### src/hdl/rsid_map.svh
// opcode, memory and pointer constants of the radio strobe instruction decoder
`ifndef RSID_MAP_SVH
`define RSID_MAP_SVH

// program-memory radio strobes
`define RSID_OP_FLUSH_RECEIVE      8'hc6
`define RSID_OP_FLUSH_TRANSMIT     8'hc7
`define RSID_OP_SEND_ACK_CLEAR     8'hc8
`define RSID_OP_SEND_ACK_PENDING   8'hc9
// loop label instruction
`define RSID_OP_LABEL              8'hba
// immediate instructions
`define RSID_OP_IMM_TX_SYNTH_CAL   8'he1
`define RSID_OP_IMM_RECEIVE_ON     8'he2
`define RSID_OP_IMM_TRANSMIT_ON    8'he3
`define RSID_OP_IMM_GATED_TX       8'he4
`define RSID_OP_IMM_RADIO_OFF      8'he5
`define RSID_OP_IMM_FLUSH_RECEIVE  8'he6
`define RSID_OP_IMM_FLUSH_TRANSMIT 8'he7
`define RSID_OP_IMM_RUN            8'hfe
`define RSID_OP_IMM_HALT           8'hff

// instruction memory geometry
`define RSID_IMEM_DEPTH            24
`define RSID_PTR_ZERO              5'h00
`define RSID_PTR_ONE               5'h01
`define RSID_PTR_LAST              5'h17
`define RSID_PTR_FULL              5'h18
`define RSID_OP_ZERO               8'h00

`endif

### src/hdl/rsid_pkg.sv
// types shared by the radio strobe instruction decoder
package rsid_pkg;

    typedef enum logic [3:0] {
        no_cmd               = 4'h0,
        flush_receive_cmd    = 4'h1,
        flush_transmit_cmd   = 4'h2,
        send_ack_clear_cmd   = 4'h3,
        send_ack_pending_cmd = 4'h4,
        tx_synth_cal_cmd     = 4'h5,
        receive_on_cmd       = 4'h6,
        transmit_on_cmd      = 4'h7,
        gated_transmit_cmd   = 4'h8,
        radio_off_cmd        = 4'h9
    } rsid_radio_cmd_t;

    typedef enum logic [0:0] {
        RSID_ST_READY = 1'b0,
        RSID_ST_WAIT  = 1'b1
    } rsid_state_t;

    typedef struct packed {
        logic       valid;
        logic [7:0] data;
    } rsid_cpu_wr_t;

    typedef struct packed {
        logic            req;
        rsid_radio_cmd_t cmd;
    } rsid_radio_req_t;

    typedef struct packed {
        logic            is_imm;
        logic            is_strobe;
        logic            is_halt;
        logic            is_run;
        logic            is_label;
        rsid_radio_cmd_t cmd;
    } rsid_decode_t;

endpackage

### src/hdl/rsid_opcode_decode.sv
// opcode decoder of the radio strobe instruction decoder
`timescale 1ns/1ps
`default_nettype none
`include "rsid_map.svh"

module rsid_opcode_decode (
    input  wire logic [7:0]          opcode,
    output rsid_pkg::rsid_decode_t   dec
);
    // classify one opcode and pick its radio command
    always_comb begin
        dec = '0;
        dec.cmd = rsid_pkg::no_cmd;
        case (opcode)
            `RSID_OP_FLUSH_RECEIVE: begin
                dec.is_strobe = 1'b1;
                dec.cmd = rsid_pkg::flush_receive_cmd;
            end
            `RSID_OP_FLUSH_TRANSMIT: begin
                dec.is_strobe = 1'b1;
                dec.cmd = rsid_pkg::flush_transmit_cmd;
            end
            `RSID_OP_SEND_ACK_CLEAR: begin
                dec.is_strobe = 1'b1;
                dec.cmd = rsid_pkg::send_ack_clear_cmd;
            end
            `RSID_OP_SEND_ACK_PENDING: begin
                dec.is_strobe = 1'b1;
                dec.cmd = rsid_pkg::send_ack_pending_cmd;
            end
            `RSID_OP_LABEL: begin
                dec.is_label = 1'b1;
            end
            `RSID_OP_IMM_TX_SYNTH_CAL: begin
                dec.is_imm = 1'b1;
                dec.is_strobe = 1'b1;
                dec.cmd = rsid_pkg::tx_synth_cal_cmd;
            end
            `RSID_OP_IMM_RECEIVE_ON: begin
                dec.is_imm = 1'b1;
                dec.is_strobe = 1'b1;
                dec.cmd = rsid_pkg::receive_on_cmd;
            end
            `RSID_OP_IMM_TRANSMIT_ON: begin
                dec.is_imm = 1'b1;
                dec.is_strobe = 1'b1;
                dec.cmd = rsid_pkg::transmit_on_cmd;
            end
            `RSID_OP_IMM_GATED_TX: begin
                dec.is_imm = 1'b1;
                dec.is_strobe = 1'b1;
                dec.cmd = rsid_pkg::gated_transmit_cmd;
            end
            `RSID_OP_IMM_RADIO_OFF: begin
                dec.is_imm = 1'b1;
                dec.is_strobe = 1'b1;
                dec.cmd = rsid_pkg::radio_off_cmd;
            end
            `RSID_OP_IMM_FLUSH_RECEIVE: begin
                dec.is_imm = 1'b1;
                dec.is_strobe = 1'b1;
                dec.cmd = rsid_pkg::flush_receive_cmd;
            end
            `RSID_OP_IMM_FLUSH_TRANSMIT: begin
                dec.is_imm = 1'b1;
                dec.is_strobe = 1'b1;
                dec.cmd = rsid_pkg::flush_transmit_cmd;
            end
            `RSID_OP_IMM_RUN: begin
                dec.is_imm = 1'b1;
                dec.is_run = 1'b1;
            end
            `RSID_OP_IMM_HALT: begin
                dec.is_imm = 1'b1;
                dec.is_halt = 1'b1;
            end
            default: begin
                dec.is_strobe = 1'b0;
            end
        endcase
    end

endmodule // rsid_opcode_decode
`default_nettype wire

### src/hdl/rsid_core.sv
// radio strobe instruction decoder: program store, execution and radio handshake
`timescale 1ns/1ps
`default_nettype none
`include "rsid_map.svh"

// Overview of operation
// - program 0xC6 strobes radio receive flush
// - program 0xC7 strobes radio transmit flush
// - program 0xC8 sends ack, pending cleared
// - program 0xC9 sends ack, pending set
// - each strobe stalls until radio acknowledges
// - immediate 0xFF halts the program
// - halt clears memory and loop label
// - halt raises program stopped flag
// - immediate 0xFE restarts program from zero
// - immediate 0xE1 calibrates synthesizer for transmit
// - immediate 0xE2 turns receive on
// - immediate 0xE3 enables transmit
// - immediate 0xE4 issues channel-gated transmit
// - immediate 0xE5 turns radio off
// - immediate 0xE6 flushes receive queue
// - immediate 0xE7 flushes transmit queue
// - halt zeroes counter and write pointer
module rsid_core (
    input  wire logic                      core_clk,
    input  wire logic                      rst_n,
    input  wire rsid_pkg::rsid_cpu_wr_t    cpu_wr,
    input  wire logic                      radio_ack,
    output logic                           cpu_ready,
    output rsid_pkg::rsid_radio_req_t      radio_req,
    output logic                           program_stopped_flag,
    output logic                           running,
    output logic [4:0]                     pc,
    output logic [4:0]                     wr_ptr,
    output logic                           label_valid,
    output logic [4:0]                     label_pos
);
    rsid_pkg::rsid_state_t      state_ff;
    rsid_pkg::rsid_state_t      nxt_state;
    rsid_pkg::rsid_radio_req_t  radio_req_ff;
    rsid_pkg::rsid_decode_t     dec_cpu;
    rsid_pkg::rsid_decode_t     dec_prog;
    logic                       cpu_ready_ff;
    logic                       stopped_ff;
    logic                       running_ff;
    logic [4:0]                 pc_ff;
    logic [4:0]                 wr_ptr_ff;
    logic                       label_valid_ff;
    logic [4:0]                 label_ff;
    logic [7:0]                 instr_mem_ff [`RSID_IMEM_DEPTH];
    logic [7:0]                 prog_op;
    logic                       cpu_take;
    logic                       imm_go;
    logic                       store_go;
    logic                       prog_go;
    logic                       halt_go;
    logic                       run_go;
    logic                       issue_imm;
    logic                       issue_prog;

    // decoders for the written byte and the fetched instruction
    rsid_opcode_decode u_dec_cpu (
        .opcode (cpu_wr.data),
        .dec    (dec_cpu)
    );

    rsid_opcode_decode u_dec_prog (
        .opcode (prog_op),
        .dec    (dec_prog)
    );

    // fetch and step qualifiers
    assign prog_op    = (pc_ff < `RSID_PTR_FULL) ? instr_mem_ff[pc_ff] : `RSID_OP_ZERO;
    assign cpu_take   = cpu_wr.valid && cpu_ready_ff;
    assign imm_go     = cpu_take && dec_cpu.is_imm;
    assign store_go   = cpu_take && !dec_cpu.is_imm && (wr_ptr_ff != `RSID_PTR_FULL);
    assign halt_go    = imm_go && dec_cpu.is_halt;
    assign run_go     = imm_go && dec_cpu.is_run;
    assign prog_go    = (state_ff == rsid_pkg::RSID_ST_READY) && running_ff && !imm_go
                        && (pc_ff != wr_ptr_ff);
    assign issue_imm  = imm_go && dec_cpu.is_strobe;
    assign issue_prog = prog_go && dec_prog.is_strobe;

    // handshake state: wait holds off the next instruction
    always_comb begin
        nxt_state = state_ff;
        unique case (state_ff)
            rsid_pkg::RSID_ST_READY: begin
                if (issue_imm || issue_prog) begin
                    nxt_state = rsid_pkg::RSID_ST_WAIT;
                end
            end
            rsid_pkg::RSID_ST_WAIT: begin
                if (radio_ack) begin
                    nxt_state = rsid_pkg::RSID_ST_READY;
                end
            end
        endcase
    end

    always_ff @(posedge core_clk) begin
        if (!rst_n) begin
            state_ff     <= rsid_pkg::RSID_ST_READY;
            cpu_ready_ff <= 1'b0;
        end else begin
            state_ff     <= nxt_state;
            cpu_ready_ff <= (nxt_state == rsid_pkg::RSID_ST_READY);
        end
    end

    // radio request: held with its command until acknowledged
    always_ff @(posedge core_clk) begin
        if (!rst_n) begin
            radio_req_ff.req <= 1'b0;
            radio_req_ff.cmd <= rsid_pkg::no_cmd;
        end else if (issue_imm) begin
            radio_req_ff.req <= 1'b1;
            radio_req_ff.cmd <= dec_cpu.cmd;
        end else if (issue_prog) begin
            radio_req_ff.req <= 1'b1;
            radio_req_ff.cmd <= dec_prog.cmd;
        end else if (state_ff == rsid_pkg::RSID_ST_WAIT && radio_ack) begin
            radio_req_ff.req <= 1'b0;
            radio_req_ff.cmd <= rsid_pkg::no_cmd;
        end
    end

    // run control
    always_ff @(posedge core_clk) begin
        if (!rst_n) begin
            running_ff <= 1'b0;
        end else if (halt_go) begin
            running_ff <= 1'b0;
        end else if (run_go) begin
            running_ff <= 1'b1;
        end
    end

    // program counter
    always_ff @(posedge core_clk) begin
        if (!rst_n) begin
            pc_ff <= `RSID_PTR_ZERO;
        end else if (halt_go || run_go) begin
            pc_ff <= `RSID_PTR_ZERO;
        end else if (prog_go) begin
            pc_ff <= pc_ff + `RSID_PTR_ONE;
        end
    end

    // write pointer of the stored program
    always_ff @(posedge core_clk) begin
        if (!rst_n) begin
            wr_ptr_ff <= `RSID_PTR_ZERO;
        end else if (halt_go) begin
            wr_ptr_ff <= `RSID_PTR_ZERO;
        end else if (store_go) begin
            wr_ptr_ff <= wr_ptr_ff + `RSID_PTR_ONE;
        end
    end

    // instruction memory, one process per entry
    for (genvar gi = 0; gi < `RSID_IMEM_DEPTH; gi++) begin : g_imem
        always_ff @(posedge core_clk) begin
            if (!rst_n) begin
                instr_mem_ff[gi] <= `RSID_OP_ZERO;
            end else if (halt_go) begin
                instr_mem_ff[gi] <= `RSID_OP_ZERO;
            end else if (store_go && wr_ptr_ff == 5'(gi)) begin
                instr_mem_ff[gi] <= cpu_wr.data;
            end
        end
    end

    // loop label: next instruction, or this one at the last entry
    always_ff @(posedge core_clk) begin
        if (!rst_n) begin
            label_valid_ff <= 1'b0;
            label_ff       <= `RSID_PTR_ZERO;
        end else if (halt_go) begin
            label_valid_ff <= 1'b0;
        end else if (prog_go && dec_prog.is_label) begin
            label_valid_ff <= 1'b1;
            label_ff       <= (pc_ff == `RSID_PTR_LAST) ? pc_ff : pc_ff + `RSID_PTR_ONE;
        end
    end

    // stopped flag pulse
    always_ff @(posedge core_clk) begin
        if (!rst_n) begin
            stopped_ff <= 1'b0;
        end else begin
            stopped_ff <= halt_go;
        end
    end

    assign cpu_ready            = cpu_ready_ff;
    assign radio_req            = radio_req_ff;
    assign program_stopped_flag = stopped_ff;
    assign running              = running_ff;
    assign pc                   = pc_ff;
    assign wr_ptr               = wr_ptr_ff;
    assign label_valid          = label_valid_ff;
    assign label_pos            = label_ff;

    // program strobes reach the radio one cycle after fetch
    property p_prog_flush_rx;
        @(posedge core_clk) disable iff (!rst_n)
        prog_go && prog_op == 8'hc6
            |=> radio_req.req && radio_req.cmd == rsid_pkg::flush_receive_cmd;
    endproperty
    a_prog_flush_rx: assert property (p_prog_flush_rx)
        else $error("0xc6 strobe missing");

    property p_prog_flush_tx;
        @(posedge core_clk) disable iff (!rst_n)
        prog_go && prog_op == 8'hc7
            |=> radio_req.req && radio_req.cmd == rsid_pkg::flush_transmit_cmd;
    endproperty
    a_prog_flush_tx: assert property (p_prog_flush_tx)
        else $error("0xc7 strobe missing");

    property p_prog_ack_clr;
        @(posedge core_clk) disable iff (!rst_n)
        prog_go && prog_op == 8'hc8
            |=> radio_req.req && radio_req.cmd == rsid_pkg::send_ack_clear_cmd;
    endproperty
    a_prog_ack_clr: assert property (p_prog_ack_clr)
        else $error("0xc8 strobe missing");

    property p_prog_ack_pend;
        @(posedge core_clk) disable iff (!rst_n)
        prog_go && prog_op == 8'hc9
            |=> radio_req.req && radio_req.cmd == rsid_pkg::send_ack_pending_cmd;
    endproperty
    a_prog_ack_pend: assert property (p_prog_ack_pend)
        else $error("0xc9 strobe missing");

    // no step and no new request while the radio has not acknowledged
    property p_stall;
        @(posedge core_clk) disable iff (!rst_n)
        radio_req.req && !radio_ack
            |=> radio_req.req && $stable(pc) && $stable(radio_req.cmd) && !cpu_ready;
    endproperty
    a_stall: assert property (p_stall)
        else $error("request dropped before acknowledge");

    property p_halt;
        @(posedge core_clk) disable iff (!rst_n)
        cpu_take && cpu_wr.data == 8'hff |=> !running && pc == 5'h00;
    endproperty
    a_halt: assert property (p_halt) else $error("halt did not stop program");

    property p_halt_clear;
        @(posedge core_clk) disable iff (!rst_n)
        halt_go |=> wr_ptr == 5'h00 && !label_valid && instr_mem_ff[0] == 8'h00;
    endproperty
    a_halt_clear: assert property (p_halt_clear)
        else $error("halt left memory or label");

    property p_stop_flag;
        @(posedge core_clk) disable iff (!rst_n)
        halt_go |=> program_stopped_flag ##1 !program_stopped_flag;
    endproperty
    a_stop_flag: assert property (p_stop_flag)
        else $error("stopped flag not a single pulse");

    property p_run;
        @(posedge core_clk) disable iff (!rst_n)
        cpu_take && cpu_wr.data == 8'hfe |=> running && pc == 5'h00;
    endproperty
    a_run: assert property (p_run) else $error("run did not restart at zero");

    property p_imm_txcal;
        @(posedge core_clk) disable iff (!rst_n)
        cpu_take && cpu_wr.data == 8'he1
            |=> radio_req.req && radio_req.cmd == rsid_pkg::tx_synth_cal_cmd;
    endproperty
    a_imm_txcal: assert property (p_imm_txcal) else $error("0xe1 command missing");

    property p_imm_rxon;
        @(posedge core_clk) disable iff (!rst_n)
        cpu_take && cpu_wr.data == 8'he2
            |=> radio_req.req && radio_req.cmd == rsid_pkg::receive_on_cmd;
    endproperty
    a_imm_rxon: assert property (p_imm_rxon) else $error("0xe2 command missing");

    property p_imm_txon;
        @(posedge core_clk) disable iff (!rst_n)
        cpu_take && cpu_wr.data == 8'he3
            |=> radio_req.req && radio_req.cmd == rsid_pkg::transmit_on_cmd;
    endproperty
    a_imm_txon: assert property (p_imm_txon) else $error("0xe3 command missing");

    property p_imm_gated;
        @(posedge core_clk) disable iff (!rst_n)
        cpu_take && cpu_wr.data == 8'he4
            |=> radio_req.req && radio_req.cmd == rsid_pkg::gated_transmit_cmd;
    endproperty
    a_imm_gated: assert property (p_imm_gated) else $error("0xe4 command missing");

    property p_imm_off;
        @(posedge core_clk) disable iff (!rst_n)
        cpu_take && cpu_wr.data == 8'he5
            |=> radio_req.req && radio_req.cmd == rsid_pkg::radio_off_cmd;
    endproperty
    a_imm_off: assert property (p_imm_off) else $error("0xe5 command missing");

    property p_imm_frx;
        @(posedge core_clk) disable iff (!rst_n)
        cpu_take && cpu_wr.data == 8'he6
            |=> radio_req.req && radio_req.cmd == rsid_pkg::flush_receive_cmd;
    endproperty
    a_imm_frx: assert property (p_imm_frx) else $error("0xe6 command missing");

    property p_imm_ftx;
        @(posedge core_clk) disable iff (!rst_n)
        cpu_take && cpu_wr.data == 8'he7
            |=> radio_req.req && radio_req.cmd == rsid_pkg::flush_transmit_cmd;
    endproperty
    a_imm_ftx: assert property (p_imm_ftx) else $error("0xe7 command missing");

    property p_halt_ptrs;
        @(posedge core_clk) disable iff (!rst_n)
        halt_go ##1 !cpu_take |=> pc == 5'h00 && wr_ptr == 5'h00;
    endproperty
    a_halt_ptrs: assert property (p_halt_ptrs)
        else $error("pointers not zero after halt");

    property p_imm_not_stored;
        @(posedge core_clk) disable iff (!rst_n)
        imm_go && !dec_cpu.is_halt |=> $stable(wr_ptr);
    endproperty
    a_imm_not_stored: assert property (p_imm_not_stored)
        else $error("immediate was stored");

    // acknowledge ends the request and frees the writer
    property p_ack_release;
        @(posedge core_clk) disable iff (!rst_n)
        radio_req.req && radio_ack
            |=> !radio_req.req && cpu_ready && radio_req.cmd == rsid_pkg::no_cmd;
    endproperty
    a_ack_release: assert property (p_ack_release)
        else $error("acknowledge did not end request");

    property p_store_step;
        @(posedge core_clk) disable iff (!rst_n)
        store_go |=> wr_ptr == $past(wr_ptr) + 5'h01;
    endproperty
    a_store_step: assert property (p_store_step)
        else $error("stored byte not appended");

    property p_imm_no_step;
        @(posedge core_clk) disable iff (!rst_n)
        imm_go && !dec_cpu.is_run && !dec_cpu.is_halt |=> $stable(pc);
    endproperty
    a_imm_no_step: assert property (p_imm_no_step)
        else $error("immediate moved the counter");

endmodule // rsid_core
`default_nettype wire

### config.mk
export PLATFORM = sky130hd
export DESIGN_NAME = rsid_core
export DESIGN_NICKNAME = d
export VERILOG_FILES = /design/src/hdl/rsid_pkg.sv /design/src/hdl/rsid_opcode_decode.sv /design/src/hdl/rsid_core.sv
export VERILOG_INCLUDE_DIRS = /design/src /design/src/hdl
export SDC_FILE = /design/constraint.sdc
export NUM_CORES = 1
export LEC_CHECK = 0
export ABC_AREA = 0
export BUFFER_PORTS_ARGS = -buffer_cell sky130_fd_sc_hd__buf_2
export CAP_MARGIN = 0
export CORE_ASPECT_RATIO = 0.7
export CORE_UTILIZATION = 40
export DETAILED_ROUTE_END_ITERATION = 6
export MAX_ROUTING_LAYER = met4
export PLACE_DENSITY_LB_ADDON = 0.3
export SYNTH_ARGS = -nofsm -noshare
export SYNTH_HDL_FRONTEND = slang
export SYNTH_SLANG_ARGS = --single-unit
export TNS_END_PERCENT = 100
### constraint.sdc
create_clock -name core_clk -period 2.7 [get_ports core_clk]
set_input_delay 0.135 -clock core_clk [delete_from_list [all_inputs] [get_ports core_clk]]
set_output_delay 0.135 -clock core_clk [all_outputs]
set_load 0.005 [all_outputs]
* Yosys cells after proc, flatten, opt, wreduce, memory -nomap -nowiden
Memories as Yosys holds them, arrays and structs flattened. A register that Yosys moved wholly into a read port is not among the register bits. Cells that the tools add are included.
Word-level totals: bits in registers 25, RAM bits 192, output and inout bits 24, word-level logic and storage cells 336, memories 1
Memory list:
- instr_mem_ff | words 24, bits a word 8, rd ports 1, clocked after Yosys merged registers in 1, write ports 24, RTL line rsid_core.sv:50 | logic [7:0] instr_mem_ff [`RSID_IMEM_DEPTH];
Cells by class: $add $sub $neg 2, $lt $le $gt $ge 1, equality and inequality tests 51, multiplexer cells 166, bitwise gates (word level) 52, reductions and logical operators 53
Operator list (count):
- two-way mux 8 bit | 49
- == test 8 bit (second input constant) | 25
- two-way mux 1 bit | 108
- one-hot mux 4 bit (9 select lines) | 2
- bitwise OR 1 bit | 48
- == test 5 bit (second input constant) | 9
- == test 5 x 4 -> 1 bit (second input constant) | 8
- logical AND 1 bit | 37
- two-way mux 5 bit | 6
- OR reduction 11 bit | 2
- == test 5 x 3 -> 1 bit (second input constant) | 4
- OR reduction 2 bit | 6
- adder 5 x 1 -> 5 bit (second input constant) | 2
- == test 5 x 2 -> 1 bit (second input constant) | 2
- OR reduction 9 bit | 1
- == test 5 x 1 -> 1 bit (second input constant) | 1
- zero test 5 bit | 1
- less-than comparator 5 bit (second input constant) | 1
- != test 5 bit | 1
- != test 5 bit (second input constant) | 1
- NOT 1 bit | 4
- nonzero test 3 bit | 1
- zero test 1 bit | 2
- logical OR 1 bit | 2
- 2 further kinds | 2

* Logic depth before layout (Yosys ltp)
Gate-level depths: netlist (run 1).
depth after elaboration 12, depth in mapped cells 12

* Modules after synthesis
A second synthesis (run 1) with hierarchy kept.
Second synthesis, totals: cell total of the unflattened synthesis 917, area total of the unflattened synthesis 11133.2 um2
Modules (own cells, without submodules):
- rsid_core | instances 1, cells each 847, area each 10670.2 um2, sequential area each 6366.1 um2
- rsid_opcode_decode | instances 2, cells each 35, area each 231.5 um2, sequential area each 0.0 um2

* Worst setup path after synthesis (run 1)
OpenSTA, ideal clock, no wires.
path type register to register, from reg wr_ptr_ff[0], in the netlist wr_ptr[0], to mem instr_mem_ff[21][0], enable pin, library setup time 0.329 ns, data arrival time 2.457 ns, required time 2.371 ns, slack -0.086 ns, stages on the path, launching flop included 10, buffers on the path 1, clock period less this slack 2.786 ns, path through dfxtp_1 -> inv_1 -> ha_1 -> a41oi_1 -> o21ai_1 -> or3_1 -> nor3_1 -> clkbuf_1 -> nand2_1 -> nand2_1
RTL lines:
- start: declaration | RTL line rsid_core.sv:47 | logic [4:0] wr_ptr_ff;
- start signal: assignment | RTL line rsid_core.sv:153 | wr_ptr_ff <= `RSID_PTR_ZERO;
- start signal: assignment | RTL line rsid_core.sv:155 | wr_ptr_ff <= `RSID_PTR_ZERO;
- start signal: assignment | RTL line rsid_core.sv:157 | wr_ptr_ff <= wr_ptr_ff + `RSID_PTR_ONE;
- end: declaration | RTL line rsid_core.sv:50

==> results list, run 1 <==
- Clock-pin slew was measured on the worst setup and hold paths at 0.07 ns.
- By startpoint and endpoint, the worst setup path is classified as reg -> reg.
- In this run the cell area measured after placement is between 10000 and 15000 sq um.
- Number of nets at the end of the flow: 1011
- In this run the static leakage power is roughly 0.0057 uW.
- In this run, synthesis produced a sequential element count of about 220.
- Of all nets on the critical path, the largest fanout is 6.
* Areal power density over the cells: about 560 nW/um^2
- Destination of the critical timing path: radio_req[0]
- Sum of negative setup slack: -0.875 ns
- Data on the critical path is required at its endpoint by just over 3 ns.
* Ratio of cells with drive above 1 in the final layout: 30.1%
- Number of non-filler instances in the completed layout: about 1400
- Number of synthesized flops with an enable pin: roughly 190
* Netlist Area Pre-Place: ~11000 sq um
- For this run, the leading register cell type out of synthesis is sky130_fd_sc_hd__edfxtp_1.
- Static timing analysis puts the maximum clock frequency at about 350 MHz.
- From synthesis to final layout, the design area changed by 23.2%.
- After routing the design area is around 13000 sq um.
- For this block, the initial DRC count from the detailed router was roughly 900.
- Worst EP arrival: 3.23 ns
- Wire length of the first global-routing pass: between 40000 and 50000 um
- Ranked by total cell area, the synthesized netlist is headed by sky130_fd_sc_hd__edfxtp_1 53%, sky130_fd_sc_hd__and3_1 9.2%, sky130_fd_sc_hd__dfxtp_1 5.5%, sky130_fd_sc_hd__mux4_2 4.7%, sky130_fd_sc_hd__mux2i_1 3.3%.
* Commonest cells in the netlist: 192 x sky130_fd_sc_hd__edfxtp_1, 161 x sky130_fd_sc_hd__and3_1, 65 x sky130_fd_sc_hd__clkbuf_1
- Yosys printed 0 warnings.
- The signal on the critical path passes through buf_12 > buf_8 > mux4_2 > and3_4 > a31oi_4 > o211ai_1 > buf_4 > nor4b_4 > o311ai_4 > a41oi_2 > a21oi_1.
* Setup violations, final: 12
- For this run, the share of the core covered by cells in the final layout is between 50% and 60%.
- Sum of internal, switching and leakage power: ~7500 uW
- In the finished design, the share of the clock period the worst path needs comes to 105%.
* Antenna Violating Nets Remaining: 0
- Across the run, the number of max-cap violations was 0.
* Starting utilization of the core area: roughly 41%
- The worst setup path is captured at a register.
- The tree is rooted in a sky130_fd_sc_hd__clkbuf_16.
- The endpoint identified for the worst register-to-register timing path is radio_req[0].
- Top Family by Delay on Critical Path: compound AO/OA/AOI/OAI gates
* Per-cell routed wire length: 23.5 um
- On the worst path, the slowest cell contributes a delay of approximately 0.49 ns.
- Synthesis instantiated 66 different standard cells from the library.
* Final routed DRC violation total: 0
- For the worst flop-to-flop path, the logic depth is 11.
* Final global-route overflow total: 0
- Cell count along the critical path: 11
- In this run the number of H-tree levels came out at 1.
- The clock drives about 220 sinks.
- Post-Synthesis Net Count: roughly 880
* Result of the run: complete, but fails checks
- At the end of routability-driven placement, the weighted congestion stood at about 0.95.
* Portion of the post-synthesis area used by sequential elements: about three fifths
* Area of the core region: 26800 sq um
- Initial antenna violation count: 1
- Number of placed I/O pins: 36
- TritonCTS built the clock tree.
* Classification of the worst-slack hold path: in -> reg
- Measured against its own limit, the worst slew margin works out to about 56%.
- CP max-delay cell: sky130_fd_sc_hd__mux4_2
- Across the VDD grid, the largest voltage drop is around 0.00038 V.
* DP Wirelength: around 22000 um
- Summed over its instances, the top area cell type makes up a little over half of the synthesized netlist area.
* Router iterations before antenna repair: 6
- The startpoint identified for the worst hold timing path is cpu_wr[7].
- Measured slew at the worst slew-check pin: roughly 0.66 ns
- Number of hold-slack violations in the final timing report: 0
- For this run, the total global-route usage over all layers was measured as 24.1%.
- Average cell area after synthesis: roughly 13 sq um
* Routed via count divided by cell count: around 5.7
- Synth async-reset ratio: 0%
* Number of buffers created by CTS: 22
- The worst setup path is launched from a register.
- Clock skew on the completed layout was measured at between 0.015 and 0.02 ns.
- Violated checks: setup timing
- The max-slew violation count was 0.
* Most common cell in the synthesized netlist: sky130_fd_sc_hd__edfxtp_1
- The die covers between 20000 and 30000 sq um.
- Fin crit period: approximately 2.8 ns
- In this run the deepest clock path goes through 3 buffers.
- Of all cell types, the one taking the most synthesized area is sky130_fd_sc_hd__edfxtp_1.
- Setup slack on the worst reg-to-reg path comes out at -0.13 ns.
- Final setup slack of the worst path: -0.125 ns
* Width of the die: about 200 um
- Number of buffer and inverter stages on the critical path: 3
- Total number of vias: 7778
* Via count of the first global-routing pass: between 7000 and 8000
- After detailed placement, the design holds a cell count of 1315.
- Summed over all layers, the routed wires come to roughly 32000 um.
- Entering global routing, the biggest net connects 47 pins.
- Synthesized instance count: 857
- Number of input and output port buffers inserted: 35
- Die outline height: 140 um
- Setup repair after global routing could not meet its margin everywhere.
* Clock latency at the later pin of the worst-skew pair: roughly 0.53 ns
- The floorplan has 50 rows.
-- through the flow --
step / hold WS (ns) / setup WS [ns]
2_1_floorplan: 0.322 / -0.0858
3_3_place_gp: 0.448 / -0.164
3_5_place_dp: 0.463 / -0.193
4_1_cts: 0.0854 / -0.0627
5_1_grt: 0.125 / -0.197
6_report: 0.111 / -0.125
-- what timing repair did --
action	4_1_cts	5_1_grt
buffers inserted	11	5
pin swaps	16	9
cloned	1	0
hold endpoints to repair	4	0
hold buffers	2	0
endpoints found under the setup margin	12	73
resized for setup	29	10
-- worst reg2reg max path: stages, from the launching register on --
cell                       delay (ns)
sky130_fd_sc_hd__dfxtp_4         0.40
sky130_fd_sc_hd__buf_12          0.14
sky130_fd_sc_hd__buf_8           0.11
sky130_fd_sc_hd__mux4_2          0.49
sky130_fd_sc_hd__and3_4          0.21
sky130_fd_sc_hd__a31oi_4         0.14
sky130_fd_sc_hd__o211ai_1        0.18
sky130_fd_sc_hd__buf_4           0.19
sky130_fd_sc_hd__nor4b_4         0.34
sky130_fd_sc_hd__o311ai_4        0.20
sky130_fd_sc_hd__a41oi_2         0.21
sky130_fd_sc_hd__a21oi_1         0.08
-- cell type report --
class / count / area (sq um)
Antenna cell: 1 / 2.50
Inverter: 10 / 37.5
Multi-Input combinational cell: 535 / 4260
Timing Repair Buffer: 202 / 1640
Clock inverter: 13 / 115
Tap cell: 364 / 455
Clock buffer: 25 / 583
Sequential cell: 222 / 6370
Fill cell: 2348 / 13300
-- routing by layer --
layer  vias to the layer above  track usage, %  wire length (um)
li1                       3518               -                 -
met1                      3900            36.7             15400
met2                       312            30.7             12700
met3                        48            7.90              3550
met4                         0            4.74               616
met5                         -               -                 0
-- worst min path at each step --
stage	endpoint	slack (ns)	depth (start not counted)
5_1_grt	instr_mem_ff[16][7]	0.12	2
4_1_cts	instr_mem_ff[16][7]	0.09	2
3_5_place_dp	label_valid	0.46	2
3_3_place_gp	label_valid	0.45	2
2_1_floorplan	program_stopped_flag	0.32	2
6_report	instr_mem_ff[16][7]	0.11	2
-- flip-flops by register name (all words and copies together) (netlist names), 5 cells and up, named ones only --
name          flops
label_pos         5
radio_req         5
wr_ptr            5
pc                5
instr_mem_ff    192
-- cells in the final DEF, fill, tap and decap left out, drive strengths merged, types with 14 or more instances in the layout --
master,count
nor3,14
mux2i,36
and3,161
clkbuf,25
and2,42
nand2,56
mux4,32
buf,199
dfxtp,30
nand3,17
nor2,31
edfxtp,192
-- cells by family (layout without fill, tap and decap cells) --
family	count (synthesis)	in the layout	synth area share [%]
xor+xnor	14	14	1.12
flops	222	222	58.3
simple gates	358	358	18.7
fa+ha+maj	6	6	0.687
other cells	0	1	0
buf+inv	100	250	4.37
mux	79	79	11.3
compound gates	78	78	5.52
-- power breakdown --
| group | internal, uW | switching [uW] |
|---|---|---|
| Clock | 1740 | 1340 |
| Sequential | 3820 | 39.3 |
| Combinational | 201 | 360 |
Note: power is estimated with default switching activity, not from simulation.
==> inputs of run 2 (changes only) <==
PLACE_DENSITY_LB_ADDON = default   (was 0.3)
==> results list, run 2 (same netlist as run 1, synthesis figures left out) <==
- The flow ran to the end, but the final reports show violations.
* Violated checks: setup timing
* Worst-path cell chain: buf_12 > mux4_2 > mux2_4 > a22oi_2 > and2_4 > buf_4 > a21oi_1 > o311ai_4 > nand3b_1 > and3_1
- In the routed layout, each cell is associated on average with a via count of between 5 and 6.
* Longest Clk Path Bufs: 3
- Aggregate routed wire length: 31700 um
- Count of maximum capacitance violations: 0
- Measured slew at the worst slew-check pin: about 0.45 ns
- Counting both buffers and inverters, the worst setup path holds a total of 2.
* Htree depth: 1
- Wire length of the first global-routing pass: between 40000 and 50000 um
- Of the total power, the share spent switching nets is 22.4%.
* Number of placed I/O pins: 36
- More flip-flops sit in one register than any other, and that register is instr_mem_ff.
- On the final layout, the worst clock skew is 0.0114 ns.
- TritonCTS created 23 clock buffers.
* Width of the die: ~200 um
* Placement-stage cell area: 12400 sq um
* Max-slew headroom: between 60 and 70%
- Power spent charging and discharging nets: about 1800 uW
- Die ar.: 28000 sq um
- Router iterations before antenna repair: 5
- Worst EP arrival: between 3 and 4 ns
- Clock latency at the later pin of the worst-skew pair: roughly 0.53 ns
- Along the worst path, the maximum fanout reaches 7.
- Among cell families on the critical path, the largest total delay comes from multiplexers.
- Summing over every cut layer, the via total after detailed routing is 7718.
- TritonCTS built the clock tree.
* Maximum clock frequency: ~360 MHz
* Fin util: around half
- In the global route stage, overall resource usage came out at 23.3%.
- Maximum resistive drop on vdd: 0.000444 V
* CP max-delay cell: sky130_fd_sc_hd__mux4_2
* Per-cell routed wire length: around 23 um
* Crit Path Class: reg -> reg
* Leakage power: about 0.0057 uW
- Setup repair after global routing could not meet its margin everywhere.
- Clock transition at path regs: 0.07 ns
- The core region is 26800 sq um.
- DRC marker count from the first detailed-route iteration: 840
- The total overflow left after global routing is 0.
- Areal power density over the cells: a little under 600 nW/um^2
- Final routed DRC violation total: 0
- Most frequent cells in the layout: 192 x sky130_fd_sc_hd__edfxtp_1, 158 x sky130_fd_sc_hd__and3_1, 128 x sky130_fd_sc_hd__buf_4
- The share of total power dissipated in sequential elements is 49.0%.
* Clk sink count: 222
* DP Wirelength: 21400 um
* Number of placement rows: 50
* Final estimated routing congestion in global placement: approximately 0.98
- For this run, the slowest stage of the critical path takes between 0.5 and 0.6 ns.
* Number of nets at the end of the flow: 999
- Number of input and output port buffers inserted: 35
* Area grow syn2layout: 24.8%
- Layout Cell Area excl Fill: ~14000 sq um
* Type of origin of the critical path: register
- STA puts the critical path data required time at 3.13 ns.
- Maximum number of pins on one net before global-route repair: 46
- The max-slew violation count is 0.
- Starting utilization of the core area: 40.8%
- Registers take 6370 sq um.
- Combinational cell fraction of total power: 7.0%
- The register with the most flip-flops in the layout has 192 of them.
* Clock root buffer: sky130_fd_sc_hd__clkbuf_16
- Setup violations, final: 9
- Measured along the y axis, the die boundary spans about 140 um.
* Ratio of cells with drive above 1 in the final layout: 30.7%
- Clock power frac: ~44%
- Cell-internal power: 6110 uW
- Leaving out fill and tap cells, the most frequent cell in the layout is sky130_fd_sc_hd__edfxtp_1.
* Part of the cycle the worst path needs: 103%
- Via count of the first global-routing pass: 7276
* Antenna Violating Nets Remaining: 0
- The completed layout was analyzed and its total power is 7880 uW.
- Footprint of the multi-input gates: 4300 sq um
- Classification of the worst-slack hold path: in -> reg
- The smallest clock period supported by the final layout is computed as approximately 2.8 ns.
- Initial antenna violation count: 2
- The number of endpoints with negative hold slack in the final report came to 0.
* FILL cells: roughly 2300
- Type of destination of the critical path: register
- Final setup slack of the worst path: -0.0856 ns
run 2: changes by cell type in the layout (fill, tap and decap cells not counted), moves of 3 or more:
cell / change
sky130_fd_sc_hd__a22oi_1: -3
sky130_fd_sc_hd__buf_12: +6
sky130_fd_sc_hd__mux4_2: +3
sky130_fd_sc_hd__a22oi_2: +3
sky130_fd_sc_hd__mux4_1: -3
sky130_fd_sc_hd__buf_4: -19
sky130_fd_sc_hd__clkbuf_8: +6
run 2: layer usage:
layer  part of all wire, %  GRT usage (%)  wire length, um
met4                   1.6           5.18              494
met5                     0              -                0
met2                    41           30.3            13000
met3                    10           5.80             3260
met1                    47           36.0            15000
run 2: worst paths after layout:
| path | start | endpoint | slack (ns) | cells past startpoint |
|---|---|---|---|---|
| worst max-delay path | register | state_ff | -0.09 | 10 |
| worst min-delay path | radio_ack | cpu_ready | 0.07 | 3 |
| worst min register to register | label_pos[3] | label_pos[3] | 0.46 | 2 |
| worst max register to register | register | state_ff | -0.09 | 10 |
run 2: final cells by class:
cell class | instances | area share [%]
flip-flops and latches | 222 | 46.7
multi-input cells | 535 | 31.6
repair buffers | 189 | 12.1
clock buffers | 31 | 4.82
well taps | 364 | 3.34
clock inverters | 11 | 1.17
inverters | 10 | 0.275
diodes | 1 | 0.0183
run 2: power groups by stage:
stage | logic, uW | registers, uW | clock network, uW
global route | 582 | 3870 | 3630
global placement | 518 | 3930 | 0
detailed placement | 524 | 3930 | 0
finish | 549 | 3860 | 3470
CTS | 533 | 3860 | 3480
floorplan | 251 | 3920 | 0
run 2: what timing repair did:
action | CTS | global route
hold endpoints to repair | 3 | 0
setup buffers | 5 | 11
setup endpoints to repair | 12 | 74
hold buffers | 1 | 0
pin swaps | 6 | 26
cloned | 1 | 2
resized for setup | 13 | 38
run 2: tightest hold or removal path, stage by stage:
cell and delay (ns):
sky130_fd_sc_hd__buf_2 0.10, sky130_fd_sc_hd__nand2_1 0.21, sky130_fd_sc_hd__a21oi_1 0.11
run 2: per-stage QoR:
step | TNS [ns] | std cells | setup WS [ns] | hold WS [ns]
floorplan | -9.78 | 857 | -0.0858 | 0.322
finish | -0.457 | 1363 | -0.0856 | 0.0670
global route | -0.965 | 1362 | -0.124 | 0.0602
CTS | -0.665 | 1350 | -0.0946 | 0.0407
detailed placement | -1.37 | 1301 | -0.206 | 0.458
global placement | -1.09 | 1301 | -0.161 | 0.449
